[src/include/parallel_port_defines.vh]
// Purpose: Shared offsets, field positions, reset values and timing counts of the parallel port.
// Assumes: Byte addresses on a plain register port with 32-bit read and write data.
// Notes: Included by its bare name.
`ifndef PARALLEL_PORT_DEFINES_VH
`define PARALLEL_PORT_DEFINES_VH

// ============================================================
// Register offsets
`define OFS_CONTROL_ONE 8'h00
`define OFS_WIDTH_CFG   8'h04
`define OFS_ADDRESS     8'h08
`define OFS_WRITE_START 8'h0C
`define OFS_READ_START  8'h10
`define OFS_READ_DATA   8'h14
`define OFS_STATUS      8'h18
`define OFS_RBUF_BASE   8'h20
`define OFS_WBUF_BASE   8'h30
`define OFS_IRQ_STATUS  8'h40
`define OFS_IRQ_CLEAR   8'h44
`define OFS_IRQ_ENABLE  8'h48

// ============================================================
// Control one field positions
`define CTL_ENABLE     15
`define CTL_STOP_IDLE  13
`define CTL_MUX_HI     12
`define CTL_MUX_LO     11
`define CTL_MODE_HI    9
`define CTL_MODE_LO    8
`define CTL_CSF_HI     7
`define CTL_CSF_LO     6
`define CTL_ALP        5
`define CTL_LATCH_STROBE_STYLE     4
`define CTL_BUS_HOLD_ENABLE    2
`define CTL_IRQ_MODE_SELECT_HI    1
`define CTL_IRQ_MODE_SELECT_LO    0
`define CTL_WMASK      16'hBBF7

// ============================================================
// Reset values and codes
`define CONTROL_RESET  16'h0000
`define WIDTH_RESET    2'h0
`define MODE_LEGACY    2'h0
`define MODE_BUFFERED  2'h1
`define MODE_ENHANCED  2'h2
`define MODE_MASTER    2'h3
`define IRQ_BITS       2
`define IRQ_TRANSFER   0
`define IRQ_MASTER     1

// ============================================================
// Timing
`define PHASE_CYCLES   3'h4

`endif

[src/design/sync2.v]
// Purpose: Two flip-flop synchroniser for pin inputs.
// Assumes: Inputs are asynchronous to clock_in.
// Notes: The first stage feeds only the second stage.
`timescale 1ns/10ps
`default_nettype none

module sync2 #(
	parameter W = 1
) (
	// Clock and reset
	input  wire         clock_in,
	input  wire         resetn_in,
	// Data
	input  wire [W-1:0] async_in,
	output reg  [W-1:0] sync_out
);

reg [W-1:0] stage_one;

always @(posedge clock_in or negedge resetn_in)
begin
	if (!resetn_in)
	begin
		stage_one <= {W{1'b0}};
		sync_out  <= {W{1'b0}};
	end
	else
	begin
		stage_one <= async_in;
		sync_out  <= stage_one;
	end
end

endmodule // sync2

`default_nettype wire

[src/design/irq_block.v]
// Purpose: Sticky interrupt status with enable mask and write-one-to-clear.
// Assumes: Events are one-cycle pulses on clock_in.
// Notes: A set in the same cycle as its clear wins.
`timescale 1ns/10ps
`default_nettype none

module irq_block #(
	parameter N = 2
) (
	// Clock and reset
	input  wire         clock_in,
	input  wire         resetn_in,
	// Events and software access
	input  wire [N-1:0] event_in,
	input  wire         clear_write_in,
	input  wire         enable_write_in,
	input  wire [N-1:0] wdata_in,
	// State
	output reg  [N-1:0] status_out,
	output reg  [N-1:0] enable_out,
	output wire         irq_out
);

always @(posedge clock_in or negedge resetn_in)
begin
	if (!resetn_in)
	begin
		status_out <= {N{1'b0}};
		enable_out <= {N{1'b0}};
	end
	else
	begin
		status_out <= event_in | (status_out & ~({N{clear_write_in}} & wdata_in));
		if (enable_write_in)
			enable_out <= wdata_in;
	end
end

assign irq_out = |(status_out & enable_out);

endmodule // irq_block

`default_nettype wire

[src/design/parallel_port_addr_mux.v]
// Purpose: Address/data multiplexing and strobe control of a parallel master/slave port.
// Assumes: One clock; host pins are asynchronous and pass sync2 first.
// Notes: Registers on a plain port; read data stand one cycle after the read strobe.
// What this block does
// - Mux select 00 puts address on address pins, data on data lines.
// - Mux select 01 sends low address byte with low latch strobe, then data.
// - Mux 10, 8-bit: low byte, high byte with their strobes, then data.
// - Width 00 moves each data item on all eight data lines.
// - Width 01 uses four data lines in master transfers; address phases carry nibbles, except the mux 01 low byte, sent whole on all eight lines.
// - Chip-select code 01 is reserved; code 00 makes the pin chip select one.
// - Enhanced slave mode lets the host reach buffers by strobes and two address lines.
// - Interrupt mode 11 fires on buffer 3 access or address 11 access.
//
// The register offsets and strobed register access were chosen for this implementation.
`timescale 1ns/10ps
`default_nettype none
`include "parallel_port_defines.vh"

module parallel_port_addr_mux (
	// Clock and reset
	input  wire        clock_in,
	input  wire        resetn_in,
	// Register port
	input  wire [7:0]  reg_addr_in,
	input  wire [31:0] reg_wdata_in,
	input  wire        reg_write_in,
	input  wire        reg_read_in,
	output reg  [31:0] reg_rdata_out,
	// Address and data pins
	output reg  [15:0] address_lines_out,
	output reg         address_lines_oe_out,
	input  wire [1:0]  address_lines_in,
	output reg  [7:0]  data_lines_out,
	output reg  [7:0]  data_lines_oe_out,
	input  wire [7:0]  data_lines_in,
	// Strobe pins
	output reg         addr_latch_low_strobe_out,
	output reg         addr_latch_high_strobe_out,
	output reg         addr_latch_upper_strobe_out,
	output reg         chip_select_pin_out,
	output reg         read_strobe_pin_out,
	output reg         write_strobe_pin_out,
	output reg         strobe_pins_oe_out,
	input  wire        chip_select_pin_in,
	input  wire        read_strobe_pin_in,
	input  wire        write_strobe_pin_in,
	// Interrupt
	output wire        irq_out
);

// ============================================================
// States
localparam S_IDLE  = 3'd0;
localparam S_LOW   = 3'd1;
localparam S_HIGH  = 3'd2;
localparam S_UPPER = 3'd3;
localparam S_DATA  = 3'd4;

reg [15:0] control_one;
reg [1:0]  port_width_select;
reg [22:0] address;
reg [7:0]  write_data;
reg [7:0]  read_capture;
reg        is_read;
reg [2:0]  state;
reg [2:0]  phase_count;
reg [7:0]  last_low;
reg [7:0]  last_high;
reg [7:0]  last_upper;
reg        last_valid;
reg [2:0]  skip_held;
reg [7:0]  read_buffer [0:3];
reg [7:0]  write_buffer [0:3];
reg [1:0]  read_ptr;
reg [1:0]  write_ptr;
reg        host_rd_prev;
reg        host_wr_prev;

wire [12:0] synced;
wire        host_cs = synced[12];
wire        host_rd = synced[11] & host_cs;
wire        host_wr = synced[10] & host_cs;
wire [1:0]  host_addr = synced[9:8];
wire [7:0]  host_data = synced[7:0];

wire        enabled = control_one[`CTL_ENABLE];
wire [1:0]  addr_mux_select = control_one[`CTL_MUX_HI:`CTL_MUX_LO];
wire [1:0]  slave_port_mode = control_one[`CTL_MODE_HI:`CTL_MODE_LO];
wire [1:0]  chip_select_function = control_one[`CTL_CSF_HI:`CTL_CSF_LO];
wire        latch_strobe_polarity = control_one[`CTL_ALP];
wire        latch_strobe_style = control_one[`CTL_LATCH_STROBE_STYLE];
wire        bus_hold_enable = control_one[`CTL_BUS_HOLD_ENABLE];
wire [1:0]  irq_mode_select = control_one[`CTL_IRQ_MODE_SELECT_HI:`CTL_IRQ_MODE_SELECT_LO];
wire        is_master = enabled & (slave_port_mode == `MODE_MASTER);
wire        wide = (port_width_select == 2'h0);

// ============================================================
// Address phase contents
wire [7:0] low_value = (wide || addr_mux_select == 2'h1) ? address[7:0] : {4'h0, address[3:0]};
wire [7:0] high_value = wide ? address[15:8] : {4'h0, address[7:4]};
wire [7:0] upper_value = wide ? {1'b0, address[22:16]} : {4'h0, address[11:8]};

wire [2:0] skip = {3{latch_strobe_style & last_valid}} &
	{(last_upper == upper_value), (last_high == high_value), (last_low == low_value)};

function [2:0] phase_after;
	input [2:0] from;
	input [1:0] mux;
	input [2:0] skp;
	reg   [2:0] s;
	begin
		s = S_DATA;
		if (from < S_UPPER && mux == 2'h3 && !skp[2])
			s = S_UPPER;
		if (from < S_HIGH && mux >= 2'h2 && !skp[1])
			s = S_HIGH;
		if (from < S_LOW && mux >= 2'h1 && !skp[0])
			s = S_LOW;
		phase_after = s;
	end
endfunction

wire start_write = reg_write_in && reg_addr_in == `OFS_WRITE_START && is_master && state == S_IDLE;
wire start_read = reg_write_in && reg_addr_in == `OFS_READ_START && is_master && state == S_IDLE;
wire phase_end = (state != S_IDLE) && (phase_count == 3'h1);
wire master_done = phase_end && state == S_DATA;

// ============================================================
// Host slave access
// buffer index from pins in enhanced mode, from the pointers in buffered mode
wire [1:0] host_read_idx = (slave_port_mode == `MODE_ENHANCED) ? host_addr :
	(slave_port_mode == `MODE_BUFFERED) ? read_ptr : 2'h0;
wire [1:0] host_write_idx = (slave_port_mode == `MODE_ENHANCED) ? host_addr :
	(slave_port_mode == `MODE_BUFFERED) ? write_ptr : 2'h0;
wire slave_active = enabled & ~is_master;
wire read_end = slave_active & host_rd_prev & ~host_rd;
wire write_end = slave_active & host_wr_prev & ~host_wr;

sync2 #(
	.W (13)
) u_sync (
	.clock_in  (clock_in),
	.resetn_in (resetn_in),
	.async_in  ({chip_select_pin_in, read_strobe_pin_in, write_strobe_pin_in,
		address_lines_in, data_lines_in}),
	.sync_out  (synced)
);

// ============================================================
// Control, sequencer and buffers
integer i;
always @(posedge clock_in or negedge resetn_in)
begin
	if (!resetn_in)
	begin
		control_one       <= `CONTROL_RESET;
		port_width_select <= `WIDTH_RESET;
		address           <= 23'h00_0000;
		write_data        <= 8'h00;
		read_capture      <= 8'h00;
		is_read           <= 1'b0;
		state             <= S_IDLE;
		phase_count       <= 3'h0;
		last_low          <= 8'h00;
		last_high         <= 8'h00;
		last_upper        <= 8'h00;
		last_valid        <= 1'b0;
		skip_held         <= 3'b000;
		read_ptr          <= 2'h0;
		write_ptr         <= 2'h0;
		host_rd_prev      <= 1'b0;
		host_wr_prev      <= 1'b0;
		for (i = 0; i < 4; i = i + 1)
		begin
			read_buffer[i]  <= 8'h00;
			write_buffer[i] <= 8'h00;
		end
	end
	else
	begin
		host_rd_prev <= host_rd;
		host_wr_prev <= host_wr;
		if (reg_write_in)
		begin
			if (reg_addr_in == `OFS_CONTROL_ONE)
			begin
				control_one <= reg_wdata_in[15:0] & `CTL_WMASK;
				last_valid  <= 1'b0;
			end
			else if (reg_addr_in == `OFS_WIDTH_CFG)
			begin
				port_width_select <= reg_wdata_in[1:0];
				last_valid        <= 1'b0;
			end
			else if (reg_addr_in == `OFS_ADDRESS)
				address <= reg_wdata_in[22:0];
			else if (reg_addr_in[7:4] == 4'h2 && reg_addr_in[1:0] == 2'h0)
				read_buffer[reg_addr_in[3:2]] <= reg_wdata_in[7:0];
		end
		if (start_write || start_read)
		begin
			if (start_write)
				write_data <= reg_wdata_in[7:0];
			is_read     <= start_read;
			state       <= phase_after(S_IDLE, addr_mux_select, skip);
			phase_count <= `PHASE_CYCLES;
			last_low    <= low_value;
			last_high   <= high_value;
			last_upper  <= upper_value;
			last_valid  <= 1'b1;
			skip_held   <= skip;
		end
		else if (phase_end)
		begin
			if (state == S_DATA)
				state <= S_IDLE;
			else
				state <= phase_after(state, addr_mux_select, skip_held);
			phase_count <= `PHASE_CYCLES;
			if (master_done && is_read)
				read_capture <= wide ? host_data : {4'h0, host_data[3:0]};
		end
		else if (state != S_IDLE)
			phase_count <= phase_count - 3'h1;
		if (write_end)
		begin
			write_buffer[host_write_idx] <= host_data;
			write_ptr <= write_ptr + 2'h1;
		end
		if (read_end)
			read_ptr <= read_ptr + 2'h1;
	end
end

// ============================================================
// Pin values
reg [15:0] next_address_lines;
reg [7:0]  next_data;
reg [7:0]  next_data_oe;
reg [2:0]  next_latch;
reg        next_cs;
reg        next_rd;
reg        next_wr;
always @*
begin
	next_address_lines = 16'h0000;
	next_data          = data_lines_out;
	next_data_oe       = bus_hold_enable ? 8'hFF : 8'h00;
	next_latch         = 3'b000;
	next_cs            = 1'b0;
	next_rd            = 1'b0;
	next_wr            = 1'b0;
	if (is_master && state != S_IDLE)
	begin
		if (addr_mux_select == 2'h0)
			next_address_lines = address[15:0];
		else if (addr_mux_select == 2'h1 || !wide)
			next_address_lines = (addr_mux_select == 2'h3) ?
				{6'h00, address[13:12], 8'h00} : {6'h00, address[9:8], 8'h00};
		if (chip_select_function == 2'h0)
			next_cs = 1'b1;
		else if (chip_select_function == 2'h2)
			next_address_lines[14] = 1'b1;
		case (state)
			S_LOW:
			begin
				next_data    = low_value;
				next_data_oe = (wide || addr_mux_select == 2'h1) ? 8'hFF : 8'h0F;
				next_latch   = 3'b001;
			end
			S_HIGH:
			begin
				next_data    = high_value;
				next_data_oe = wide ? 8'hFF : 8'h0F;
				next_latch   = 3'b010;
			end
			S_UPPER:
			begin
				next_data    = upper_value;
				next_data_oe = wide ? 8'hFF : 8'h0F;
				next_latch   = 3'b100;
			end
			default:
			begin
				next_data    = wide ? write_data : {4'h0, write_data[3:0]};
				next_data_oe = is_read ? 8'h00 : (wide ? 8'hFF : 8'h0F);
				next_rd      = is_read;
				next_wr      = ~is_read;
			end
		endcase
	end
	else if (slave_active && host_rd)
	begin
		next_data    = read_buffer[host_read_idx];
		next_data_oe = 8'hFF;
	end
	else if (!enabled)
		next_data_oe = 8'h00;
end

// ============================================================
// Pin registers
always @(posedge clock_in or negedge resetn_in)
begin
	if (!resetn_in)
	begin
		address_lines_out           <= 16'h0000;
		address_lines_oe_out        <= 1'b0;
		data_lines_out              <= 8'h00;
		data_lines_oe_out           <= 8'h00;
		addr_latch_low_strobe_out   <= 1'b1;
		addr_latch_high_strobe_out  <= 1'b1;
		addr_latch_upper_strobe_out <= 1'b1;
		chip_select_pin_out         <= 1'b0;
		read_strobe_pin_out         <= 1'b0;
		write_strobe_pin_out        <= 1'b0;
		strobe_pins_oe_out          <= 1'b0;
	end
	else
	begin
		address_lines_out           <= next_address_lines;
		address_lines_oe_out        <= is_master;
		data_lines_out              <= next_data;
		data_lines_oe_out           <= next_data_oe;
		addr_latch_low_strobe_out   <= next_latch[0] ~^ latch_strobe_polarity;
		addr_latch_high_strobe_out  <= next_latch[1] ~^ latch_strobe_polarity;
		addr_latch_upper_strobe_out <= next_latch[2] ~^ latch_strobe_polarity;
		chip_select_pin_out         <= next_cs;
		read_strobe_pin_out         <= next_rd;
		write_strobe_pin_out        <= next_wr;
		strobe_pins_oe_out          <= is_master;
	end
end

// ============================================================
// Interrupt events
// buffer 3 or address 11 event
wire slave_end = read_end | write_end;
wire buf3_event = slave_end && (irq_mode_select == 2'h3) &&
	(((slave_port_mode == `MODE_BUFFERED) &&
	((read_end && read_ptr == 2'h3) || (write_end && write_ptr == 2'h3))) ||
	((slave_port_mode == `MODE_ENHANCED) && host_addr == 2'h3));
wire cycle_event = (irq_mode_select == 2'h1) && (master_done || slave_end);
wire [`IRQ_BITS-1:0] irq_status;
wire [`IRQ_BITS-1:0] irq_enable;

irq_block #(
	.N (`IRQ_BITS)
) u_irq (
	.clock_in        (clock_in),
	.resetn_in       (resetn_in),
	.event_in        ({master_done, buf3_event | cycle_event}),
	.clear_write_in  (reg_write_in && reg_addr_in == `OFS_IRQ_CLEAR),
	.enable_write_in (reg_write_in && reg_addr_in == `OFS_IRQ_ENABLE),
	.wdata_in        (reg_wdata_in[`IRQ_BITS-1:0]),
	.status_out      (irq_status),
	.enable_out      (irq_enable),
	.irq_out         (irq_out)
);

// ============================================================
// Register read
always @(posedge clock_in or negedge resetn_in)
begin
	if (!resetn_in)
		reg_rdata_out <= 32'h0000_0000;
	else if (!reg_read_in)
		reg_rdata_out <= 32'h0000_0000;
	else if (reg_addr_in == `OFS_CONTROL_ONE)
		reg_rdata_out <= {16'h0000, control_one};
	else if (reg_addr_in == `OFS_WIDTH_CFG)
		reg_rdata_out <= {30'h0000_0000, port_width_select};
	else if (reg_addr_in == `OFS_ADDRESS)
		reg_rdata_out <= {9'h000, address};
	else if (reg_addr_in == `OFS_READ_DATA)
		reg_rdata_out <= {24'h00_0000, read_capture};
	else if (reg_addr_in == `OFS_STATUS)
		reg_rdata_out <= {31'h0000_0000, state != S_IDLE};
	else if (reg_addr_in[7:4] == 4'h2 && reg_addr_in[1:0] == 2'h0)
		reg_rdata_out <= {24'h00_0000, read_buffer[reg_addr_in[3:2]]};
	else if (reg_addr_in[7:4] == 4'h3 && reg_addr_in[1:0] == 2'h0)
		reg_rdata_out <= {24'h00_0000, write_buffer[reg_addr_in[3:2]]};
	else if (reg_addr_in == `OFS_IRQ_STATUS)
		reg_rdata_out <= {30'h0000_0000, irq_status};
	else if (reg_addr_in == `OFS_IRQ_ENABLE)
		reg_rdata_out <= {30'h0000_0000, irq_enable};
	else
		reg_rdata_out <= 32'h0000_0000;
end

endmodule // parallel_port_addr_mux

`default_nettype wire

[config.mk]
export PLATFORM = sky130hd
export DESIGN_NAME = parallel_port_addr_mux
export DESIGN_NICKNAME = d
export VERILOG_FILES = /design/src/design/sync2.v /design/src/design/irq_block.v /design/src/design/parallel_port_addr_mux.v
export VERILOG_INCLUDE_DIRS = /design/src /design/src/include
export SDC_FILE = /design/constraint.sdc
export NUM_CORES = 1
export LEC_CHECK = 0
export BUFFER_PORTS_ARGS = -buffer_cell sky130_fd_sc_hd__buf_2
export CAP_MARGIN = 5
export CORE_AREA = 10 10 157 159
export CTS_CLUSTER_DIAMETER = 200
export DETAILED_ROUTE_END_ITERATION = 7
export DIE_AREA = 0 0 167 169
export GPL_TIMING_DRIVEN = 0
export HOLD_SLACK_MARGIN = 0.03
export PLACE_DENSITY = 0.76
export RECOVER_POWER = 50
export SKIP_LAST_GASP = 1
export SLEW_MARGIN = 20
export SYNTH_ARGS = -nofsm -noshare
export SYNTH_HDL_FRONTEND = slang
export SYNTH_SLANG_ARGS = --single-unit
[constraint.sdc]
create_clock -name clock_in -period 2 [get_ports clock_in]
set_input_delay 0.1 -clock clock_in [delete_from_list [all_inputs] [get_ports clock_in]]
set_output_delay 0.1 -clock clock_in [all_outputs]
set_load 0.02 [all_outputs]
# Yosys cells after proc, flatten, opt, wreduce, memory -nomap -nowiden
# Index checks and enable logic that the tools add are counted.
# totals
reg_bits	260
in_bits	57
out_inout_bits	73
word_cells	257
# op_classes
addsub	3
n_lt_le_gt_ge	10
n_eq_ne	30
muxes	75
n_bitwise	31
reduce_logical	68
# op_table
operator	count
8-bit 2-to-1 mux	25
23-bit 2-to-1 mux	4
32-bit bitwise mux	2
8-bit binary-select mux with 2-bit select	3
3-bit 2-to-1 mux	13
1-bit logical AND	33
8-bit demux with 2-bit select	2
16-bit 2-to-1 mux	2
8-bit by 5-bit == test with 1-bit output, second input constant	3
8-bit by 7-bit == test with 1-bit output, second input constant	3
8-bit case mux with 3 select lines	1
10-bit 2-to-1 mux	2
2-bit == test, second input constant	8
8-bit by 4-bit == test with 1-bit output, second input constant	2
8-bit == test	2
8-bit case mux with 2 select lines	1
1-bit 2-to-1 mux	12
2-bit 2-to-1 mux	6
1-bit AND	9
3-bit >= comparator, second input constant	3
3-bit by 1-bit < comparator with 1-bit output, second input constant	3
2-bit NOT with 3-bit output	3
3-bit case mux with 3 select lines	1
3-bit nonzero test	3
other kinds (32)	71

# Longest topological paths before layout
# Gate-level depths: netlist of run 1.
# depth
word_depth	13
ltp_mapped	9
ltp_nobuf	8

# Hierarchy
# From an unflattened synthesis of run 1, not the netlist that was laid out.
# hier_totals
hier_cells	937
area_unflattened_um2	11199.5
# modules_own_cells
module	n_inst	cells_each	area_per_inst_um2	seq_area_each_um2
parallel_port_addr_mux	1	900	10387.5	5333.9
sync2	1	26	650.6	650.6
irq_block	1	11	161.4	100.1

# Worst setup path after synthesis of run 1
# OpenSTA, ideal clock, no wires.
# synth_timing
path_kind	register -> register
start	register state[1]
end	register last_high[6]
setup_time_ns	0.135
arrival_ns	1.968
required_ns	1.865
setup_slack_ns	-0.103
stages_incl_launch_ff	10
n_path_buf	4
synth_period_minus_slack_ns	2.103
cell_sequence	dfrtp_1 -> buf_2 -> nor3_1 -> and3_1 -> a21bo_2 -> buf_2 -> clkbuf_1 -> clkbuf_1 -> nand2_1 -> o21ai_0
# synth_via
elab_chain_len	3
elab_cells_between_ends	4
cone_classes	4 x reduce/logical
# synth_lines
element	line_no	text
from (decl)	parallel_port_addr_mux.v:65	reg [2:0] state;
from (signal assigned)	parallel_port_addr_mux.v:205	state <= phase_after(S_IDLE, addr_mux_select, skip);
from (signal assigned)	parallel_port_addr_mux.v:218	state <= phase_after(state, addr_mux_select, skip_held);
3-bit zero test *	parallel_port_addr_mux.v:123, parallel_port_addr_mux.v:124	
1-bit logical AND, on equally long branches	parallel_port_addr_mux.v:123, parallel_port_addr_mux.v:124	
1-bit logical OR *	parallel_port_addr_mux.v:200	if (start_write || start_read)
to (signal assigned)	parallel_port_addr_mux.v:208	last_high <= high_value;
to (decl)	parallel_port_addr_mux.v:68	reg [7:0] last_high;
# Mark *: on every way between the ends. The rest lies on a longest branch, timed or not.
# A chain may end at the register's enable or synchronous reset.

# Worst setup path in the final report of run 1
# layout_timing
start	register port_width_select[1]
end	register state[1]
# layout_via
elab_chain_len	10
elab_cells_between_ends	19
cone_classes	3 x eq/ne; 7 x mux; 1 x bitwise; 8 x reduce/logical
# layout_lines
element	line_no	text
from (decl)	parallel_port_addr_mux.v:60	reg [1:0] port_width_select;
from (signal assigned)	parallel_port_addr_mux.v:157	port_width_select <= `WIDTH_RESET;
from (signal assigned)	parallel_port_addr_mux.v:192	port_width_select <= reg_wdata_in[1:0];
2-bit zero test *	parallel_port_addr_mux.v:95	wire wide = (port_width_select == 2'h0);
7-bit 2-to-1 mux	parallel_port_addr_mux.v:101	wire [7:0] upper_value = wide ? {1'b0, address[22:16]} : {4'h0, address[11:8]};
8-bit by 7-bit == test with 1-bit output	parallel_port_addr_mux.v:104	{(last_upper == upper_value), (last_high == high_value), (last_low == low_value)};
3-bit AND *	parallel_port_addr_mux.v:103	wire [2:0] skip = {3{latch_strobe_style & last_valid}} &
1-bit zero test	parallel_port_addr_mux.v:113	if (from < S_UPPER && mux == 2'h3 && !skp[2])
1-bit logical AND	parallel_port_addr_mux.v:113	
3-bit 2-to-1 mux	parallel_port_addr_mux.v:113	
3-bit 2-to-1 mux	parallel_port_addr_mux.v:115	if (from < S_HIGH && mux >= 2'h2 && !skp[1])
3-bit 2-to-1 mux *	parallel_port_addr_mux.v:117	if (from < S_LOW && mux >= 2'h1 && !skp[0])
3-bit 2-to-1 mux *	parallel_port_addr_mux.v:200	
# Marks and branches as above.

==> results of run 1 <==
==> area by class of cell <==
class | instances | area share (%)
diodes | 1 | 0.0178
plain buffers | 61 | 2.91
clock buffers | 36 | 5.31
clock inverters | 12 | 0.764
inverters | 8 | 0.258
multi-input cells | 624 | 36.6
flip-flops and latches | 243 | 43.3
well taps | 280 | 2.49
repair buffers | 171 | 8.34
==> tightest hold or removal path, stage by stage <==
cell	delay, ns
buf_2	0.13
nor4_4	0.08
nand3_1	0.17
nor3_1	0.09
==> cells in the final DEF (no fill, tap or decap), types with 11 or more instances in the layout <==
cell type        n
dfrtp_1        229
mux2_2         125
buf_2          114
nand2_1         91
o21ai_0         46
buf_4           43
dlygate4sd3_1   38
nor2_1          30
clkbuf_16       26
mux2i_1         23
nor2b_1         21
clkbuf_1        19
and3_1          17
mux4_2          16
xnor2_1         16
a21oi_1         15
a31oi_1         14
xor2_1          14
and2_1          11
a22oi_1         11
dfrtp_2         11
==> logic make-up after synthesis <==
kind of cell | count (synthesis) | share of synthesized area (%)
compound gates | 161 | 9.56
flops | 243 | 54.1
buf+inv | 77 | 3.44
xor+xnor | 31 | 2.41
simple gates | 254 | 12.1
fa+ha+maj | 4 | 0.445
other cells | 1 | 0.0333
mux | 165 | 17.9
==> per-layer routing <==
| metal | share of wire, % | track usage [%] | wire, µm |
|---|---|---|---|
| met5 | 0.042 | 0 | 13 |
| met1 | 40 | 27.0 | 12400 |
| met2 | 48 | 34.4 | 14900 |
| met3 | 7.6 | 3.96 | 2360 |
| met4 | 3.8 | 7.79 | 1190 |
==> power by group <==
part	total [mW]	internal, mW	leakage [nW]	switching [mW]
combinational	0.886	0.405	3.12	0.481
sequential	5.22	5.07	3.28	0.155
clock	4.75	2.75	0.418	1.99
==> through the flow <==
step	util [%]	instance area, µm²	hold slack [ns]
2_1_floorplan	-	11300	-0.196
6_report	65.3	14100	0.0596
3_5_place_dp	56.8	12200	0.133
3_3_place_gp	56.5	12200	0.208
4_1_cts	64.4	13900	0.0338
5_1_grt	65.3	14100	0.0752
==> registers in the layout (all words and copies together) (netlist names), 3 cells and up <==
name	flops
last_high	8
last_low	8
address_lines_out	16
state	3
read_buffer	32
data_lines_out	8
u_sync.sync_out	13
address	23
write_data	8
control_one	13
last_upper	7
read_capture	8
reg_rdata_out	23
phase_count	3
write_buffer	32
u_sync.stage_one	13
==> synth_stat cells, types with 4 or more instances <==
cell type	instances	area share, %
and3_1	19	1.1
nor3_1	13	0.58
nand2_1	93	3.1
xor2_1	15	1.2
nand2b_1	10	0.56
xnor2_1	16	1.2
a211o_1	6	0.47
a21oi_1	18	0.80
a22o_1	6	0.47
and2_1	13	0.72
a211oi_1	17	1.1
buf_2	9	0.40
buf_1	4	0.13
a221oi_1	8	0.62
nand4_1	7	0.39
mux4_2	16	3.2
nor2_1	33	1.1
inv_1	8	0.27
a22oi_1	11	0.73
nor2b_1	24	1.3
o22ai_1	4	0.22
clkbuf_1	35	1.2
mux2_2	125	13
nand3_1	9	0.40
mux2i_1	24	2.1
dfrtp_1	240	53
ha_1	4	0.45
buf_4	19	1.3
o21ai_0	51	2.3
a31oi_1	14	0.78
==> path summary, 6_finish.rpt <==
path / from / endpoint / slack (ns)
setup / recovery: port_width_select[1] / state[1] / -0.08
hold / removal: reg_addr_in[4] / reg_rdata_out[20] / 0.06
setup reg to reg: port_width_select[1] / state[1] / -0.08
hold reg to reg: u_sync.stage_one[8] / u_sync.sync_out[8] / 0.34
max in group asynchronous: resetn_in / address[7] / 0.47
min in group asynchronous: resetn_in / reg_rdata_out[17] / 0.32
==> timing repair <==
item / CTS / global route
hold endpoints to repair: 178 / 0
pin swaps: 14 / 9
hold buffers: 38 / 0
setup endpoints to repair: 92 / 66
setup buffers: 19 / 5
resized for setup: 82 / 48
==> results.md, run 1 <==
* Avg Synthesized Cell Area at 12.0 µm²
* Aggregate global routing overflow at 0
* Worst r2r path cells at 7
* Final hold vios at 0
* Crit share post-route at 104%
* Multi-input gate area at 0.00515 mm²
* Initial antenna violation count at 2
* Clock root cell: clkbuf_16
* VDD IR max at 0.885 mV
* Crit path DAT at 2.50 ns
* Largest net degree at the start of global routing at 104
* Total number of vias at 8392
* Count of state elements after synthesis at 243
* Crit path cell chain: nor2_4 > buf_4 > nor3_1 > a311o_1 > a2111o_1 > a21o_1 > a31o_2
* Ys async rst share at 100%
* Synth warn at 0
* Worst Hold Depth at 4
* Antenna-violating nets left at 0
* Worst rel slew slack at 25.4%
* Crit path launch type: register
* Vias in the first global route at 8544
* First-pass DRT Iterations at 5
* DR vias/cell at 5.84
* Kind of critical path: reg2reg
* Skew-Pair Late Insertion Delay at 0.55 ns
* Final net count at 1196
* Slowest CP cell: dfrtp_2
* Fillers at 1601
* Worst Skew at 0.0307 ns
* Drt initial violations at 645
* Hold WC Path Type: in2reg
* CTS tree: built
* TritonCTS Buffers at 26
* Leak Pwr at 6.81 nW
* Final Non-Filler Cells at 1436
* Largest stage delay on the critical path at 0.47 ns
* Syn-to-layout area delta at 25.2%
* Worst-Margin Slew at 1.12 ns
* Area of the core at 0.0216 mm²
* Max-Cap Viols at 0
* Tot GR Track Use at 20.9%
* Critical-path maximum fanout at 6
* Outcome: complete, but fails checks
* CP bufs+invs at 1
* Sequential cell area fraction in the yosys report at 54.1%
* Layout cells sized above 1 at 38.2%
* Post-synth EDFFs at 0
* Gpl congestion at 0.937
* First-pass GRT wire length at 48000 µm
* Dpl hpwl at 21200 µm
* Clk sinks at 243
* Synth Cell Area at 0.0112 mm²
* Pre-CTS setup slack at -0.886 ns
* Inst Count DP at 1333
* DRT Wirelength at 30800 µm
* PnR worst setup slack at -0.0824 ns
* Die Area at 0.0282 mm²
* Leading register cell type out of synthesis: dfrtp_1
* CTS HTree Levels at 1
* Setup Viol. Count Final at 4
* Pwr Density at 771 mW/mm²
* FF+latch area at 0.00610 mm²
* Failing checks: setup timing
* Cells after Synth at 936
* Min Clock Period, post-route at 2.08 ns
* CP endpoint kind: register
* RSZ-0062 raised after global routing: true
* WL/cell at 21.5 µm
* Io pins at 130
* IO Port Bufs at 107
* Slew Viols, Final at 0
* Distinct cells, synth at 71
* Residual DRC at 0
* CP delay by family, top: compound AO/OA/AOI/OAI gates
* Total Power at 10.9 mW
* Clock Tree Buf Depth at 3
* Die W at 167 µm
* Data required time of the critical path at 2.41 ns
* Starting Density at 52.2%
* Die Y at 169 µm
* Setup_tns at -0.178 ns
* Achievable Freq at 480 MHz
* Num rows at 54
* Worst-path clk slew at 0.07 ns
* Logic depth of the worst path, buffers included at 7
Power figures use the tool's default switching activity.
==> run 2: changes to the inputs <==
--- a/config.mk
+++ b/config.mk
@@ -8,10 +8,10 @@
 export LEC_CHECK = 0
 export BUFFER_PORTS_ARGS = -buffer_cell sky130_fd_sc_hd__buf_2
 export CAP_MARGIN = 5
-export CORE_AREA = 10 10 157 159
+export CORE_AREA = 2 2 149 151
 export CTS_CLUSTER_DIAMETER = 200
 export DETAILED_ROUTE_END_ITERATION = 7
-export DIE_AREA = 0 0 167 169
+export DIE_AREA = 0 0 151 153
 export GPL_TIMING_DRIVEN = 0
 export HOLD_SLACK_MARGIN = 0.03
 export PLACE_DENSITY = 0.76
==> run 2 against run 1 <==
The flow still finishes with violations (setup timing). Clock power barely moved. Register-to-register slack worse by 0.04 ns. Worst hold slack improved by 0.041 ns. Wire length down 2.2%. Fmax decreased by 2.1%. Cell count up 0.49%. Sequential share of layout area about the same. Final area rose by 0.14%. Die area shrank 18%. Largest power group unchanged.
==> results.md, run 2 (synthesis gave the netlist of run 1 again) <==
* Outcome: complete, but fails checks
* Failing checks: setup timing
* Slew Viols, Final at 0 (unchanged)
* Final net count at 1204 (+0.67%)
* Dpl hpwl at 20200 µm (-4.5%)
* Crit path DAT at 2.53 ns (+0.03 ns)
* CTS tree: built
* Kind of critical path: reg2reg
* Setup Viol. Count Final at 4 (unchanged)
* FF+latch area at 0.00610 mm² (about the same)
* Commonest non-fill, non-tap cell in the layout: dfrtp_1
* Max-Cap Viols at 0 (unchanged)
* Worst rel slew slack at 27.0% (+1.7 points)
* DR vias/cell at 5.86 (+0.26%)
* Clock Tree Buf Depth at 3 (unchanged)
* Die Y at 153 µm (-9.5%)
* Vias in the first global route at 8426 (-1.4%)
* DRT Wirelength at 30200 µm (-2.2%)
* Clock root cell: clkbuf_16
* Multi-input gate area at 0.00513 mm² (-0.39%)
* Syn-to-layout area delta at 25.4%
* IO Port Bufs at 107 (unchanged)
* Crit share post-route at 106% (+2.2 points)
* Pre-CTS setup slack at -0.896 ns (-0.00961 ns)
* First-pass GRT wire length at 46700 µm (-2.6%)
* Initial antenna violation count at 0 (-2)
* Largest net degree at the start of global routing at 103 (-0.96%)
* CTS HTree Levels at 1 (unchanged)
* Num rows at 54 (unchanged)
* Final Non-Filler Cells at 1443 (+0.49%)
* Area of the core at 0.0215 mm² (-0.31%)
* Critical-path maximum fanout at 5 (-1)
* TritonCTS Buffers at 25 (-3.8%)
* WL/cell at 20.9 µm (-2.7%)
* Crit path launch type: register
* Layout cells sized above 1 at 37.8% (-0.40 points)
* Clk sinks at 243 (unchanged)
* Pwr Density at 769 mW/mm² (-0.23%)
* Starting Density at 52.3% (+0.16 points)
* Data required time of the critical path at 2.41 ns (about the same)
* Inst Count DP at 1333 (unchanged)
* Worst-path clk slew at 0.06 ns (about the same)
* Min Clock Period, post-route at 2.13 ns (+0.0438 ns)
* RSZ-0062 raised after global routing: true
* Tot GR Track Use at 26.2% (+5.2 points)
* Io pins at 130 (unchanged)
* Aggregate global routing overflow at 0 (unchanged)
* Hold WC Path Type: in2async
* Total Power at 10.8 mW (about the same)
* Gpl congestion at 0.949 (+1.3%)
* Antenna-violating nets left at 0 (unchanged)
* Final hold vios at 0 (unchanged)
* Achievable Freq at 470 MHz (-2.1%)
* Worst Skew at 0.0119 ns (-0.0188 ns)
* Highest-count cells in the layout ignoring fill and taps: dfrtp_1 (226), mux2_2 (123), buf_2 (102)
* Skew-Pair Late Insertion Delay at 0.52 ns (-0.03 ns)
* Worst-Margin Slew at 1.09 ns (-0.0249 ns)
* Drt initial violations at 662 (+2.6%)
* Fillers at 1634 (+2.1%)
* Residual DRC at 0 (unchanged)
* Leak Pwr at 6.81 nW (about the same)
* Die Area at 0.0231 mm² (-18%)
* Die W at 151 µm (-9.6%)
* Biggest regs: read_buffer: 32 flops, write_buffer: 32 flops
* VDD IR max at 0.858 mV (-3.0%)
* CP endpoint kind: register
* First-pass DRT Iterations at 6 (+1)
* Total number of vias at 8455 (+0.75%)
* PnR worst setup slack at -0.126 ns (-0.0438 ns)
run 2: changes by cell type in the layout (fill, tap and decap cells not counted), moves of 3 or more:
cell / previous run / this run
buf_2: 114 / 102
clkbuf_1: 19 / 29
buf_4: 43 / 48
clkbuf_2: 7 / 11
clkbuf_8: 9 / 5
buf_6: 3 / 6
clkinvlp_4: 4 / 1
dfrtp_1: 229 / 226
dfrtp_2: 11 / 14
run 2: area by class of cell:
cell class | instances | share of cell area, %
Clock inverter | 10 | 0.958
Inverter | 8 | 0.248
Buffer | 60 | 2.92
Sequential cell | 243 | 43.3
Tap cell | 280 | 2.48
Antenna cell | 1 | 0.0177
Timing Repair Buffer | 181 | 8.76
Clock buffer | 36 | 4.94
Multi-Input combinational cell | 624 | 36.4
run 2: routing by layer:
layer	track usage (%)	share of wire, %
met1	34.8	40
met2	41.5	47
met3	4.81	7.9
met4	12.6	5.0
met5	0	0
run 2: what timing repair did:
item	in CTS	in global routing
pin swaps	14	14
hold buffers	38	0
buffers inserted	22	11
gates cloned	1	0
gates resized for setup	79	60
endpoints found under the hold margin	239	0
endpoints found under the setup margin	93	96
run 2: metrics by stage:
stage | TNS [ns] | hold slack (ns) | area, µm² | utilization [%]
2_1_floorplan | 0 | -0.196 | 11300 | -
3_3_place_gp | -880.44 | 0.208 | 12200 | 56.6
3_5_place_dp | -69.53 | 0.0828 | 12200 | 56.9
4_1_cts | -0.0119 | 0.0562 | 13800 | 64.4
5_1_grt | -0.696 | 0.0984 | 14100 | 65.6
6_report | -0.269 | 0.100 | 14100 | 65.6
run 2: critical path, stage by stage, from the launching register on:
cell,delay (ns)
dfrtp_2,0.47
nor2_4,0.20
buf_6,0.12
buf_6,0.08
nor3_2,0.03
a311o_1,0.28
a2111o_1,0.35
a21o_1,0.23
a31o_2,0.25
run 2: power by group:
group	internal, mW	switching (mW)
Clock	2.82	1.91
Sequential	5.07	0.152
Combinational	0.415	0.489
Total	8.30	2.55
run 2: final timing paths:
path / slack, ns / cells past startpoint / start / end
max reg2reg: -0.13 / 8 / port_width_select[1] / state[1]
max in group asynchronous: 0.34 / 3 / resetn_in / address[7]
min reg2reg: 0.34 / 0 / u_sync.stage_one[9] / u_sync.sync_out[9]
max: -0.13 / 8 / port_width_select[1] / state[1]
min: 0.10 / 2 / resetn_in / address[17]
min in group clock_in: 0.10 / 4 / reg_addr_in[4] / reg_rdata_out[20]
==> run 3: changes to the inputs <==
--- a/config.mk
+++ b/config.mk
@@ -8,13 +8,13 @@
 export LEC_CHECK = 0
 export BUFFER_PORTS_ARGS = -buffer_cell sky130_fd_sc_hd__buf_2
 export CAP_MARGIN = 5
-export CORE_AREA = 2 2 149 151
+export CORE_AREA = 2 2 146 148
+export CTS_BUF_LIST = sky130_fd_sc_hd__clkbuf_2
 export CTS_CLUSTER_DIAMETER = 200
 export DETAILED_ROUTE_END_ITERATION = 7
-export DIE_AREA = 0 0 151 153
-export GPL_TIMING_DRIVEN = 0
+export DIE_AREA = 0 0 148 150
 export HOLD_SLACK_MARGIN = 0.03
-export PLACE_DENSITY = 0.76
+export PLACE_DENSITY = 0.78
 export RECOVER_POWER = 50
 export SKIP_LAST_GASP = 1
 export SLEW_MARGIN = 20
==> run 3 against run 2 <==
Worst setup slack better by 0.074 ns. The flow still finishes with violations (setup timing). Largest power group unchanged. Cell count up 7.7%. Critical endpoint unchanged. Register-to-register slack gained 0.07 ns. Critical path type unchanged. Flip-flop and latch count stayed put. Via count is 5.0% higher. Die area fell by 3.9%. Highest routed layer unchanged. Sequential power is 0.8% lower. Largest cell class unchanged. Power shrank 17%. Combinational power grew 12%.
==> results.md, run 3 (synthesis gave the netlist of run 1 again) <==
* Outcome: complete, but fails checks
* Failing checks: setup timing
* Critical-path maximum fanout at 6 (+1)
* Pwr Density at 636 mW/mm² (-17%)
* DR vias/cell at 5.71 (-2.5%)
* CP endpoint kind: register
* Final hold vios at 0 (unchanged)
* Dpl hpwl at 20700 µm (+2.4%)
* CTS HTree Levels at 2 (+1)
* Slew Viols, Final at 0 (unchanged)
* Crit share post-route at 103% (-3.7 points)
* Commonest non-fill, non-tap cell in the layout: dfrtp_1
* Crit path DAT at 2.81 ns (+0.28 ns)
* Worst rel slew slack at 13.9% (-13 points)
* Leak Pwr at 7.13 nW (+4.6%)
* FF+latch area at 0.00609 mm² (-0.21%)
* Tot GR Track Use at 27.4% (+1.3 points)
* Worst Skew at 0.0640 ns (+0.0521 ns)
* Data required time of the critical path at 2.76 ns (+0.35 ns)
* Final Non-Filler Cells at 1554 (+7.7%)
* Num rows at 53 (-1.9%)
* Multi-input gate area at 0.00495 mm² (-3.6%)
* Fillers at 1515 (-7.3%)
* Kind of critical path: reg2reg
* Crit path launch type: register
* Layout cells sized above 1 at 38.3% (+0.51 points)
* Hold WC Path Type: in2reg
* Die Area at 0.0222 mm² (-3.9%)
* Clock Tree Buf Depth at 3 (unchanged)
* First-pass GRT wire length at 47300 µm (+1.2%)
* Largest net degree at the start of global routing at 68 (-34%)
* Inst Count DP at 1372 (+2.9%)
* Area of the core at 0.0207 mm² (-3.7%)
* IO Port Bufs at 111 (+3.7%)
* TritonCTS Buffers at 58 (+130%)
* Gpl congestion at 0.995 (+4.9%)
* RSZ-0062 raised after global routing: true
* Biggest regs: read_buffer: 32 flops, write_buffer: 32 flops
* Die Y at 150 µm (-2.0%)
* WL/cell at 19.2 µm (-8.1%)
* Clock root cell: clkbuf_2
* Worst-Margin Slew at 1.29 ns (+0.197 ns)
* Antenna-violating nets left at 0 (unchanged)
* Final net count at 1306 (+8.5%)
* Achievable Freq at 487 MHz (+3.6%)
* Pre-CTS setup slack at -0.107 ns (+0.789 ns)
* Worst-path clk slew at 0.13 ns (+0.07 ns)
* Setup Viol. Count Final at 3 (-1)
* Starting Density at 54.4% (+2.0 points)
* Aggregate global routing overflow at 0 (unchanged)
* Initial antenna violation count at 1 (+1)
* Vias in the first global route at 8941 (+6.1%)
* Total Power at 9.04 mW (-17%)
* Skew-Pair Late Insertion Delay at 0.85 ns (+0.33 ns)
* First-pass DRT Iterations at 6 (unchanged)
* CTS tree: built
* Io pins at 130 (unchanged)
* Total number of vias at 8874 (+5.0%)
* Max-Cap Viols at 0 (unchanged)
* Min Clock Period, post-route at 2.05 ns (-0.0739 ns)
* Highest-count cells in the layout ignoring fill and taps: dfrtp_1 (236), mux2_2 (125), buf_2 (110)
* Die W at 148 µm (-2.0%)
* Syn-to-layout area delta at 26.4%
* Residual DRC at 0 (unchanged)
* VDD IR max at 0.411 mV (-52%)
* DRT Wirelength at 29900 µm (-1.0%)
* PnR worst setup slack at -0.0523 ns (+0.0739 ns)
* Clk sinks at 243 (unchanged)
* Drt initial violations at 722 (+9.1%)
## run 3: critical path: stages (launching register included)
cell       delay, ns
dfrtp_2         0.49
buf_4           0.16
nor3b_2         0.23
o21ai_1         0.18
a2111oi_4       0.37
nand3_1         0.12
a21o_1          0.21
a31o_2          0.20
## run 3: layout make-up
cell class	instances	area share (%)
Antenna cell	2	0.0352
Tap cell	275	2.42
Timing Repair Buffer	310	16.6
Inverter	8	0.211
Clock inverter	19	0.511
Sequential cell	243	42.8
Multi-Input combinational cell	624	34.8
Clock buffer	73	2.57
## run 3: power by group
| part | internal, mW | leakage (nW) | switching [mW] |
|---|---|---|---|
| combinational | 0.492 | 3.50 | 0.517 |
| clock | 0.986 | 0.338 | 1.87 |
| sequential | 5.06 | 3.29 | 0.123 |
| total | 6.54 | 7.13 | 2.51 |
## run 3: per-layer routing
layer	vias to the layer above	routed length [µm]	track usage (%)	share of wire, %
met5	-	0	0	0
met4	0	1380	13.7	4.6
met3	99	2200	5.24	7.4
met2	429	14300	44.1	48
met1	4341	12000	35.9	40
li1	4005	-	-	-
## run 3: repair_timing
| item | in CTS | in global routing |
|---|---|---|
| hold endpoints to repair | 364 | 0 |
| hold buffers | 81 | 0 |
| pin swaps | 5 | 11 |
| resized for setup | 10 | 28 |
| gates cloned | 0 | 0 |
| setup buffers | 0 | 7 |
| endpoints found under the setup margin | 6 | 54 |
## run 3: worst paths after layout
check / startpoint / end / slack, ns / depth (start not counted)
max: port_width_select[1] / state[1] / -0.05 / 7
min: reg_wdata_in[2] / address[2] / 0.16 / 3
max reg2reg: port_width_select[1] / state[1] / -0.05 / 7
min reg2reg: u_sync.stage_one[0] / u_sync.sync_out[0] / 0.34 / 0
max in group asynchronous: resetn_in / read_buffer[3] / 0.38 / 4
min in group asynchronous: resetn_in / last_upper[0] / 0.60 / 4
## run 3: per-stage QoR
stage	area [µm²]	utilization [%]	hold slack [ns]	TNS, ns
4_1_cts	14100	68.1	0.0812	-0.00398
3_5_place_dp	12800	61.8	0.0449	-0.381
2_1_floorplan	11300	-	-0.196	0
3_3_place_gp	12800	61.8	0.0418	-0.0178
5_1_grt	14200	68.7	0.113	-0.414
6_report	14200	68.7	0.163	-0.0929
